[config.mk]
export PLATFORM = sky130hd
export DESIGN_NAME = protected_page_remove_and_track
export DESIGN_NICKNAME = d
export VERILOG_FILES = /design/src/pkg/page_mgmt_pkg.sv /design/src/protected_page_remove_and_track.sv
export SDC_FILE = /design/constraint.sdc
export NUM_CORES = 2
export LEC_CHECK = 0
export CAP_MARGIN = 40
export CORE_MARGIN = 2
export CORE_UTILIZATION = 35
export CTS_CLUSTER_DIAMETER = 50
export DETAILED_ROUTE_END_ITERATION = 8
export DONT_BUFFER_PORTS = 1
export PLACE_DENSITY_LB_ADDON = 0.05
export REMOVE_ABC_BUFFERS = 1
export SYNTH_ARGS = -nofsm -noshare
export SYNTH_HDL_FRONTEND = slang
export SYNTH_SLANG_ARGS = --single-unit
[constraint.sdc]
create_clock -name pclk -period 5.8 [get_ports pclk]
set_input_delay 0.29 -clock pclk [delete_from_list [all_inputs] [get_ports pclk]]
set_output_delay 0.29 -clock pclk [all_outputs]
set_load 0.1 [all_outputs]
[src/pkg/page_mgmt_pkg.sv]
// Constants and types shared by the protected page removal and tracking block
package page_mgmt_pkg;

  // Register byte offsets
  localparam logic [7:0] off_leaf       = 8'h00;
  localparam logic [7:0] off_operand    = 8'h04;
  localparam logic [7:0] off_mode       = 8'h08;
  localparam logic [7:0] off_start      = 8'h0c;
  localparam logic [7:0] off_result     = 8'h10;
  localparam logic [7:0] off_status     = 8'h14;
  localparam logic [7:0] off_fault_addr = 8'h18;
  localparam logic [7:0] off_exit_info  = 8'h1c;
  localparam logic [7:0] off_exit_gpa   = 8'h20;
  localparam logic [7:0] off_exit_gla   = 8'h24;
  localparam logic [7:0] off_page_sel   = 8'h28;
  localparam logic [7:0] off_page_data  = 8'h2c;

  // Leaf selector values
  localparam logic [31:0] leaf_page_remove    = 32'h0000_0003;
  localparam logic [31:0] leaf_tracking_start = 32'h0000_000c;

  // Result codes
  localparam logic [31:0] code_success                      = 32'h0000_0000;
  localparam logic [31:0] child_present_code_default        = 32'h0000_0001;
  localparam logic [31:0] enclave_active_code_default       = 32'h0000_0002;
  localparam logic [31:0] previous_tracking_incomplete_code = 32'h0000_0011;

  // Exit reason and qualification values
  localparam logic [15:0] conflict_exit_reason_default = 16'h0001;
  localparam logic [15:0] page_conflict_qualifier      = 16'h0001;
  localparam logic [15:0] resource_conflict_qualifier  = 16'h0002;
  localparam logic [15:0] reference_conflict_qualifier = 16'h0003;

  // Page geometry
  localparam int unsigned page_offset_bits = 12;
  localparam logic [31:0] cache_base_default = 32'h0010_0000;

  // Mode register fields
  localparam int unsigned mode_cpl_lsb   = 0;
  localparam int unsigned mode_guest_bit = 2;
  localparam int unsigned mode_virt_bit  = 3;

  // Status register fields
  localparam int unsigned status_outcome_lsb = 8;
  localparam int unsigned status_busy_bit    = 16;

  // Page types
  localparam logic [2:0] control_structure_type  = 3'h0;
  localparam logic [2:0] thread_control_type     = 3'h1;
  localparam logic [2:0] regular_page_type       = 3'h2;
  localparam logic [2:0] version_array_type      = 3'h3;
  localparam logic [2:0] trimmed_type            = 3'h4;
  localparam logic [2:0] shadow_stack_first_type = 3'h5;
  localparam logic [2:0] shadow_stack_rest_type  = 3'h6;

  typedef enum logic [2:0] {
    out_none   = 3'b000,
    out_done   = 3'b001,
    out_gp     = 3'b010,
    out_pf     = 3'b011,
    out_vmexit = 3'b100
  } outcome_t;

  typedef enum logic {
    st_idle = 1'b0,
    st_exec = 1'b1
  } op_state_t;

  // One word of the page metadata map
  typedef struct packed {
    logic [7:0] virtual_child_count;
    logic [7:0] child_count;
    logic [3:0] parent;
    logic [2:0] rsvd;
    logic       threads_active;
    logic       tracking;
    logic       track_lock;
    logic       in_use;
    logic       modified;
    logic [2:0] ptype;
    logic       valid;
  } page_meta_t;

  typedef struct packed {
    logic zero_flag;
    logic carry_flag;
    logic parity_flag;
    logic adjust_flag;
    logic overflow_flag;
    logic sign_flag;
  } op_flags_t;

  localparam page_meta_t meta_reset  = '0;
  localparam op_flags_t  flags_reset = '0;

endpackage

[src/protected_page_remove_and_track.sv]
// Page removal and tracking start engine behind an APB register file
`timescale 1ns/10ps

module protected_page_remove_and_track
  import page_mgmt_pkg::*;
#(
  parameter int unsigned         PAGES                = 16,
  parameter logic [31:0]         CACHE_BASE           = page_mgmt_pkg::cache_base_default,
  parameter logic [31:0]         CHILD_PRESENT_CODE   = page_mgmt_pkg::child_present_code_default,
  parameter logic [31:0]         ENCLAVE_ACTIVE_CODE  = page_mgmt_pkg::enclave_active_code_default,
  parameter logic [15:0]         CONFLICT_EXIT_REASON = page_mgmt_pkg::conflict_exit_reason_default
) (
  input  wire logic        pclk,
  input  wire logic        presetn,
  input  wire logic        ce,
  input  wire logic        psel,
  input  wire logic        penable,
  input  wire logic        pwrite,
  input  wire logic [31:0] paddr,
  input  wire logic [31:0] pwdata,
  input  wire logic [3:0]  pstrb,
  output logic             pready,
  output logic [31:0]      prdata,
  output logic             pslverr,
  output logic             op_busy,
  output page_mgmt_pkg::outcome_t op_outcome
);
  import page_mgmt_pkg::*;

  localparam int unsigned IDX_W = (PAGES > 1) ? $clog2(PAGES) : 1;

  typedef struct packed {
    page_meta_t [PAGES-1:0] meta;
    op_state_t              state;
    logic [31:0]            leaf;
    logic [31:0]            operand;
    logic [3:0]             mode;
    logic [IDX_W-1:0]       page_sel;
    logic [31:0]            result;
    op_flags_t              flags;
    outcome_t               outcome;
    logic [31:0]            fault_addr;
    logic [15:0]            exit_reason;
    logic [15:0]            exit_qual;
    logic [31:0]            exit_gpa;
    logic [31:0]            exit_gla;
    logic [31:0]            rdata;
    logic                   slverr;
  } state_t;

  state_t cur;
  state_t next_cur;

  function automatic logic in_cache(input logic [31:0] addr);
    logic [31:0] span;
    span = 32'(PAGES) << page_offset_bits;
    return (addr >= CACHE_BASE) && ((addr - CACHE_BASE) < span);
  endfunction

  function automatic logic [IDX_W-1:0] page_idx(input logic [31:0] addr);
    logic [31:0] rel;
    rel = (addr - CACHE_BASE) >> page_offset_bits;
    return rel[IDX_W-1:0];
  endfunction

  function automatic logic [31:0] page_addr(input logic [IDX_W-1:0] idx);
    return CACHE_BASE + (32'(idx) << page_offset_bits);
  endfunction

  function automatic logic is_child_type(input logic [2:0] t);
    return (t == regular_page_type) || (t == thread_control_type) ||
           (t == trimmed_type) || (t == shadow_stack_first_type) ||
           (t == shadow_stack_rest_type);
  endfunction

  function automatic logic mapped(input logic [7:0] a);
    return (a <= off_page_data) && (a[1:0] == 2'b00);
  endfunction

  // Zero wait states: every access finishes in its first access cycle
  assign pready     = 1'b1;
  assign prdata     = cur.rdata;
  assign pslverr    = cur.slverr;
  assign op_busy    = (cur.state == st_exec);
  assign op_outcome = cur.outcome;

  always_comb begin
    logic             setup;
    logic             wr;
    logic [7:0]       a;
    logic             guest_virt;
    logic [IDX_W-1:0] idx;
    logic [IDX_W-1:0] par;
    page_meta_t       m;
    page_meta_t       pm;
    setup      = 1'b0;
    wr         = 1'b0;
    a          = 8'h00;
    guest_virt = 1'b0;
    idx        = '0;
    par        = '0;
    m          = meta_reset;
    pm         = meta_reset;
    next_cur   = cur;

    setup = psel && !penable;
    wr    = psel && penable && pwrite;
    a     = paddr[7:0];

    // Read data is captured in the setup cycle so it comes from a flip-flop
    if (setup) begin
      next_cur.slverr = !mapped(a) || (paddr[31:8] != 24'h00_0000);
      next_cur.rdata  = 32'h0000_0000;
      if (!pwrite && !next_cur.slverr) begin
        unique case (a)
          off_leaf:       next_cur.rdata = cur.leaf;
          off_operand:    next_cur.rdata = cur.operand;
          off_mode:       next_cur.rdata = {28'h000_0000, cur.mode};
          off_result:     next_cur.rdata = cur.result;
          off_status:     next_cur.rdata = {15'h0000, op_busy, 5'h00, cur.outcome,
                                            2'b00, cur.flags};
          off_fault_addr: next_cur.rdata = cur.fault_addr;
          off_exit_info:  next_cur.rdata = {cur.exit_reason, cur.exit_qual};
          off_exit_gpa:   next_cur.rdata = cur.exit_gpa;
          off_exit_gla:   next_cur.rdata = cur.exit_gla;
          off_page_sel:   next_cur.rdata = 32'(cur.page_sel);
          off_page_data:  next_cur.rdata = cur.meta[cur.page_sel];
          default:        next_cur.rdata = 32'h0000_0000;
        endcase
      end
    end

    // Writes take effect at the access edge; any nonzero strobe writes the whole word
    if (wr && !cur.slverr && (pstrb != 4'h0)) begin
      unique case (a)
        off_leaf:      next_cur.leaf     = pwdata;
        off_operand:   next_cur.operand  = pwdata;
        off_mode:      next_cur.mode     = pwdata[3:0];
        off_page_sel:  next_cur.page_sel = pwdata[IDX_W-1:0];
        off_page_data: next_cur.meta[cur.page_sel] = pwdata;
        off_start: begin
          // A start while an operation runs is dropped
          if (cur.state == st_idle) begin
            next_cur.state   = st_exec;
            next_cur.outcome = out_none;
          end
        end
        default: ;
      endcase
    end

    if (cur.state == st_exec) begin
      next_cur.state = st_idle;
      guest_virt     = cur.mode[mode_guest_bit] && cur.mode[mode_virt_bit];
      idx            = page_idx(cur.operand);
      m              = cur.meta[idx];
      par            = m.parent[IDX_W-1:0];
      pm             = cur.meta[par];
      if ((cur.leaf != leaf_page_remove) && (cur.leaf != leaf_tracking_start)) begin
        next_cur.outcome = out_gp;
      end else if (cur.mode[mode_cpl_lsb +: 2] != 2'b00) begin
        next_cur.outcome = out_gp;
      end else if (cur.operand[page_offset_bits-1:0] != '0) begin
        next_cur.outcome = out_gp;
      end else if (!in_cache(cur.operand)) begin
        next_cur.outcome    = out_pf;
        next_cur.fault_addr = cur.operand;
      end else if (cur.leaf == leaf_page_remove) begin
        // Only the page hold is checked; other operation kinds run alongside
        if (m.in_use) begin
          if (guest_virt) begin
            next_cur.outcome     = out_vmexit;
            next_cur.exit_reason = CONFLICT_EXIT_REASON;
            next_cur.exit_qual   = page_conflict_qualifier;
            next_cur.exit_gpa    = cur.operand;
            next_cur.exit_gla    = cur.operand;
          end else begin
            next_cur.outcome = out_gp;
          end
        end else begin
          next_cur.outcome = out_done;
          next_cur.flags   = flags_reset;
          next_cur.result  = code_success;
          if (!m.valid || (m.ptype == trimmed_type && !m.modified)) begin
            // Already unused, nothing to change
          end else if (m.ptype == version_array_type) begin
            // Unmodified trimmed pages were already taken above
            next_cur.meta[idx].valid = 1'b0;
          end else if (m.ptype == control_structure_type) begin
            if ((m.child_count != 8'h00) ||
                (guest_virt && m.virtual_child_count != 8'h00)) begin
              next_cur.flags.zero_flag = 1'b1;
              next_cur.result          = CHILD_PRESENT_CODE;
            end else begin
              next_cur.meta[idx].valid = 1'b0;
            end
          end else if (pm.threads_active) begin
            next_cur.flags.zero_flag = 1'b1;
            next_cur.result          = ENCLAVE_ACTIVE_CODE;
          end else if (is_child_type(m.ptype)) begin
            next_cur.meta[idx].valid = 1'b0;
            // Parent forgets the child so it can be removed later
            if (pm.child_count != 8'h00) begin
              next_cur.meta[par].child_count = pm.child_count - 8'h01;
            end
          end
        end
      end else begin
        // Shared on the structure: only the tracking lock is exclusive
        if (m.track_lock) begin
          if (guest_virt) begin
            next_cur.outcome     = out_vmexit;
            next_cur.exit_reason = CONFLICT_EXIT_REASON;
            next_cur.exit_qual   = resource_conflict_qualifier;
            next_cur.exit_gpa    = page_addr(idx);
            next_cur.exit_gla    = 32'h0000_0000;
          end else begin
            next_cur.outcome = out_gp;
          end
        end else if (!m.valid || m.ptype != control_structure_type) begin
          next_cur.outcome    = out_pf;
          next_cur.fault_addr = cur.operand;
        end else begin
          next_cur.flags  = flags_reset;
          next_cur.result = code_success;
          if (m.tracking) begin
            next_cur.flags.zero_flag = 1'b1;
            next_cur.result          = previous_tracking_incomplete_code;
            next_cur.outcome         = out_done;
            if (guest_virt) begin
              next_cur.outcome     = out_vmexit;
              next_cur.exit_reason = CONFLICT_EXIT_REASON;
              next_cur.exit_qual   = reference_conflict_qualifier;
              next_cur.exit_gpa    = page_addr(idx);
              next_cur.exit_gla    = 32'h0000_0000;
            end
          end else begin
            next_cur.outcome              = out_done;
            next_cur.meta[idx].tracking   = 1'b1;
          end
        end
      end
    end
  end

  always_ff @(posedge pclk or negedge presetn) begin
    if (!presetn) begin
      cur <= '0;
    end else if (ce) begin
      cur <= next_cur;
    end
  end

endmodule // protected_page_remove_and_track

==> results_dict.tcl <==
set metrics [dict create \
    cts_hold_buf 41 \
    power_frac_comb 0.019 \
    final_util 0.4195 \
    nNetsFinal 3118 \
    powerDensity_nw_per_um2 269.6 \
    slowest_stage "dfrtp_4" \
    hold_class "in -> async" \
    critPathLaunchType "flop" \
    critPathMaxFanout 31 \
    period_needed_ns 5.504 \
    fp.dieArea_um2 109300 \
    fin_crit_sh 0.9489 \
    synthCells 2995 \
    cts_tree "yes" \
    place_congestion 0.9326 \
    violations "negative hold slack, max-slew violations" \
    r2r_end "cur[422]" \
    clkSinkCount 697 \
    critPathCaptureType "flop" \
    p_seq_frac 0.413 \
    worstPathArrival_ns 6.13 \
    crit_type "reg -> reg" \
    hold_viol 518 \
    p_sw_frac 0.2295 \
    worstPathCellList "mux4_2 -> mux2_4 -> a22oi_1 -> buf_4 -> a21o_1 -> a21oi_1 -> o32ai_1 -> nor2_1 -> ha_1 -> nand2_1 -> nor2_4 -> buf_4 -> a2111oi_4 -> o21a_1 -> nor2_1 -> a21oi_1 -> dlygate4sd3_1" \
    firstDrtPassIters 8 \
    seq_area_um2 17460 \
    setup_viol 0 \
    drt_iter0_markers 2506 \
    start_util 0.3535 \
    grt_overflow 0 \
    fin_skew_ns 0.03898 \
    io_buffers 0 \
    synth_edf_count 0 \
    path_clk_slew_ns 0.06 \
    ys_async_sr_fraction 1.000 \
    syn_area_um2 37320 \
    clkLatencyLatePin_ns 0.70 \
    hold_slack_ns -0.6831 \
    syn_area_per_cell_um2 12.46 \
    ys_types 81 \
    status "finished, violations left" \
    design_area_um2 44290 \
    p_int_uw 9198 \
    drc 0 \
    grt_pass1_wl_mm 213.1 \
    drive_gt1_frac 0.3532 \
    worst_pin_slew_ns 3.367 \
    cts-root-buf "clkbuf_16" \
    cts-buffers-inserted 109 \
    track_usage 0.2709 \
    clock_power_share 0.568 \
    cts_htree_levels 3 \
    io_pins 112 \
    fmax_mhz 181.7 \
    finalWirelength_mm 146.7 \
    cap_violations 0 \
    ys_seq_area_frac 0.4673 \
    rr_startpoint "cur[223]" \
    post_cts_buffers 0 \
    ys_warn_count 0 \
    p_switching_uw 2740 \
    via_per_inst 6.122 \
    area_growth_pct 18.66 \
    num_vias 27750 \
    clk_path_buf_depth 3 \
    rows 119 \
    ant_nets 0 \
    r2r_cells 17 \
    wl_per_cell_um 32.37 \
    timing.slew.headroom -1.245 \
    ys_ff_latch 697 \
    grt_pass1_vias 28260 \
    grt_max_degree 698 \
    antenna_found_initial 12 \
    finalMaxSlewViolations 555 \
    r2r_slack_ns 0.30 \
    die_h_um 330.6 \
    critPathMaxStageDelay_ns 0.79 \
    core_area_um2 105600 \
    peakVddDrop_mv 0.2173 \
    fill_cells 9866 \
    dp.final_hpwl_mm 96.99 \
    place_area_um2 39910 \
    leakagePower_uw 0.01944 \
    required_ns 6.43 \
    synth_ff_type "dfrtp_1" \
    grt_setup_unrepaired "no" \
    multi_input_area_um2 18580 \
    die_x_um 330.6 \
]
how the worst max path moves through the flow:
stage	start	end	slack, ns	depth (start not counted)
finish	cur[223]	cur[422]	0.30	17
global route	cur[222]	cur[422]	0.02	18
CTS	cur[223]	cur[422]	0.30	18
detailed placement	cur[223]	cur[680]	0.54	16
global placement	cur[222]	cur[680]	0.53	17
floorplan	cur[223]	cur[393]	-2.11	12
logic make-up after synthesis:
kind of cell,count (synthesis),synth area share
AO/OA/AOI/OAI,559,0.1112
XOR/XNOR,8,0.002380
adder cells (fa/ha/maj),2,0.0006704
buffers and inverters,303,0.03768
flip-flops,697,0.4673
multiplexers,767,0.2919
other,1,0.0001005
AND/OR/NAND/NOR,658,0.08881
cell type report:
cell class,count,share of cell area
multi-input combinational,1995,0.4196
sequential,697,0.3943
clock buffer,140,0.06925
timing repair buffer,208,0.05763
tap,1391,0.03930
clock inverter,63,0.01689
inverter,31,0.002627
antenna,7,0.0003955
synthesized netlist by cell type, types with 20 or more instances:
| cell | number | share of area |
|---|---|---|
| a211oi_1 | 20 | 0.0040 |
| a21oi_1 | 106 | 0.014 |
| a22o_1 | 38 | 0.0089 |
| a22oi_1 | 106 | 0.021 |
| a31oi_1 | 26 | 0.0044 |
| and2_1 | 37 | 0.0062 |
| and3_1 | 21 | 0.0035 |
| buf_1 | 60 | 0.0060 |
| buf_4 | 41 | 0.0082 |
| clkbuf_1 | 144 | 0.014 |
| dfrtp_1 | 697 | 0.47 |
| inv_1 | 30 | 0.0030 |
| mux2_2 | 456 | 0.14 |
| mux2i_1 | 99 | 0.027 |
| mux4_2 | 211 | 0.13 |
| nand2_1 | 239 | 0.024 |
| nand3_1 | 52 | 0.0070 |
| nor2_1 | 90 | 0.0091 |
| nor2b_1 | 20 | 0.0034 |
| nor3_1 | 36 | 0.0048 |
| nor4_1 | 84 | 0.014 |
| o21ai_0 | 72 | 0.0097 |
| o22a_1 | 47 | 0.011 |
| or4_1 | 20 | 0.0040 |
worst max-delay path: cells and delay by family, from the launching register on:
family                     cells  cell delay (ns)
AOI/OAI and AO/OA              7             1.99
adders and majority gates      1             0.22
buffers and inverters          3             1.15
DFF                            1             0.79
muxes                          2             0.89
and+or+nand+nor                4             0.37
through the flow:
stage | TNS (ns) | total power, uW | setup slack (ns) | std cells
after floorplan | -570.30 | 5058 | -2.105 | 2723
after global placement | 0 | 5103 | 0.5339 | 4230
after detailed placement | 0 | 5109 | 0.5358 | 4273
after CTS | 0 | 12080 | 0.2990 | 4517
after global routing | 0 | 12310 | 0.01799 | 4526
final | 0 | 11940 | 0.2963 | 4532
cells in the final DEF, fill, tap and decap left out, types with 18 or more instances in the layout:
| master | n |
|---|---|
| a21oi_1 | 106 |
| a31oi_1 | 26 |
| a22oi_1 | 106 |
| and2_1 | 37 |
| o22a_1 | 47 |
| inv_1 | 30 |
| dlygate4sd3_1 | 40 |
| dfrtp_1 | 691 |
| nand2_1 | 223 |
| mux2_2 | 456 |
| buf_4 | 114 |
| nand3_1 | 51 |
| or4_1 | 20 |
| nor3_1 | 31 |
| a211oi_1 | 20 |
| mux2i_1 | 99 |
| clkbuf_8 | 18 |
| and3_1 | 21 |
| clkbuf_16 | 111 |
| nor2_1 | 85 |
| buf_16 | 37 |
| mux4_2 | 211 |
| a22o_1 | 37 |
| nor2b_1 | 20 |
| o21ai_0 | 71 |
| nor4_1 | 84 |
power groups by stage:
stage                     clock (uW)  combinational [uW]  sequential [uW]
after global routing            7150                 234             4920
after detailed placement           0                 101             5010
after CTS                       6940                 214             4920
final                           6790                 224             4930
after floorplan                    0                61.7             5000
after global placement             0                88.5             5010
routing by layer:
metal	wire length, um	track usage	up-vias
met2	68120	0.4270	998
met5	41	0	-
met1	64810	0.3802	14880
met4	4424	0.07810	6
met3	9310	0.05204	242
li1	-	-	11620
timing repair:
item	4_1_cts	5_1_grt
endpoints found under the hold margin	1239	697
resized for setup	0	1
setup endpoints to repair	0	1
Note: power is estimated with default switching activity, not from simulation.
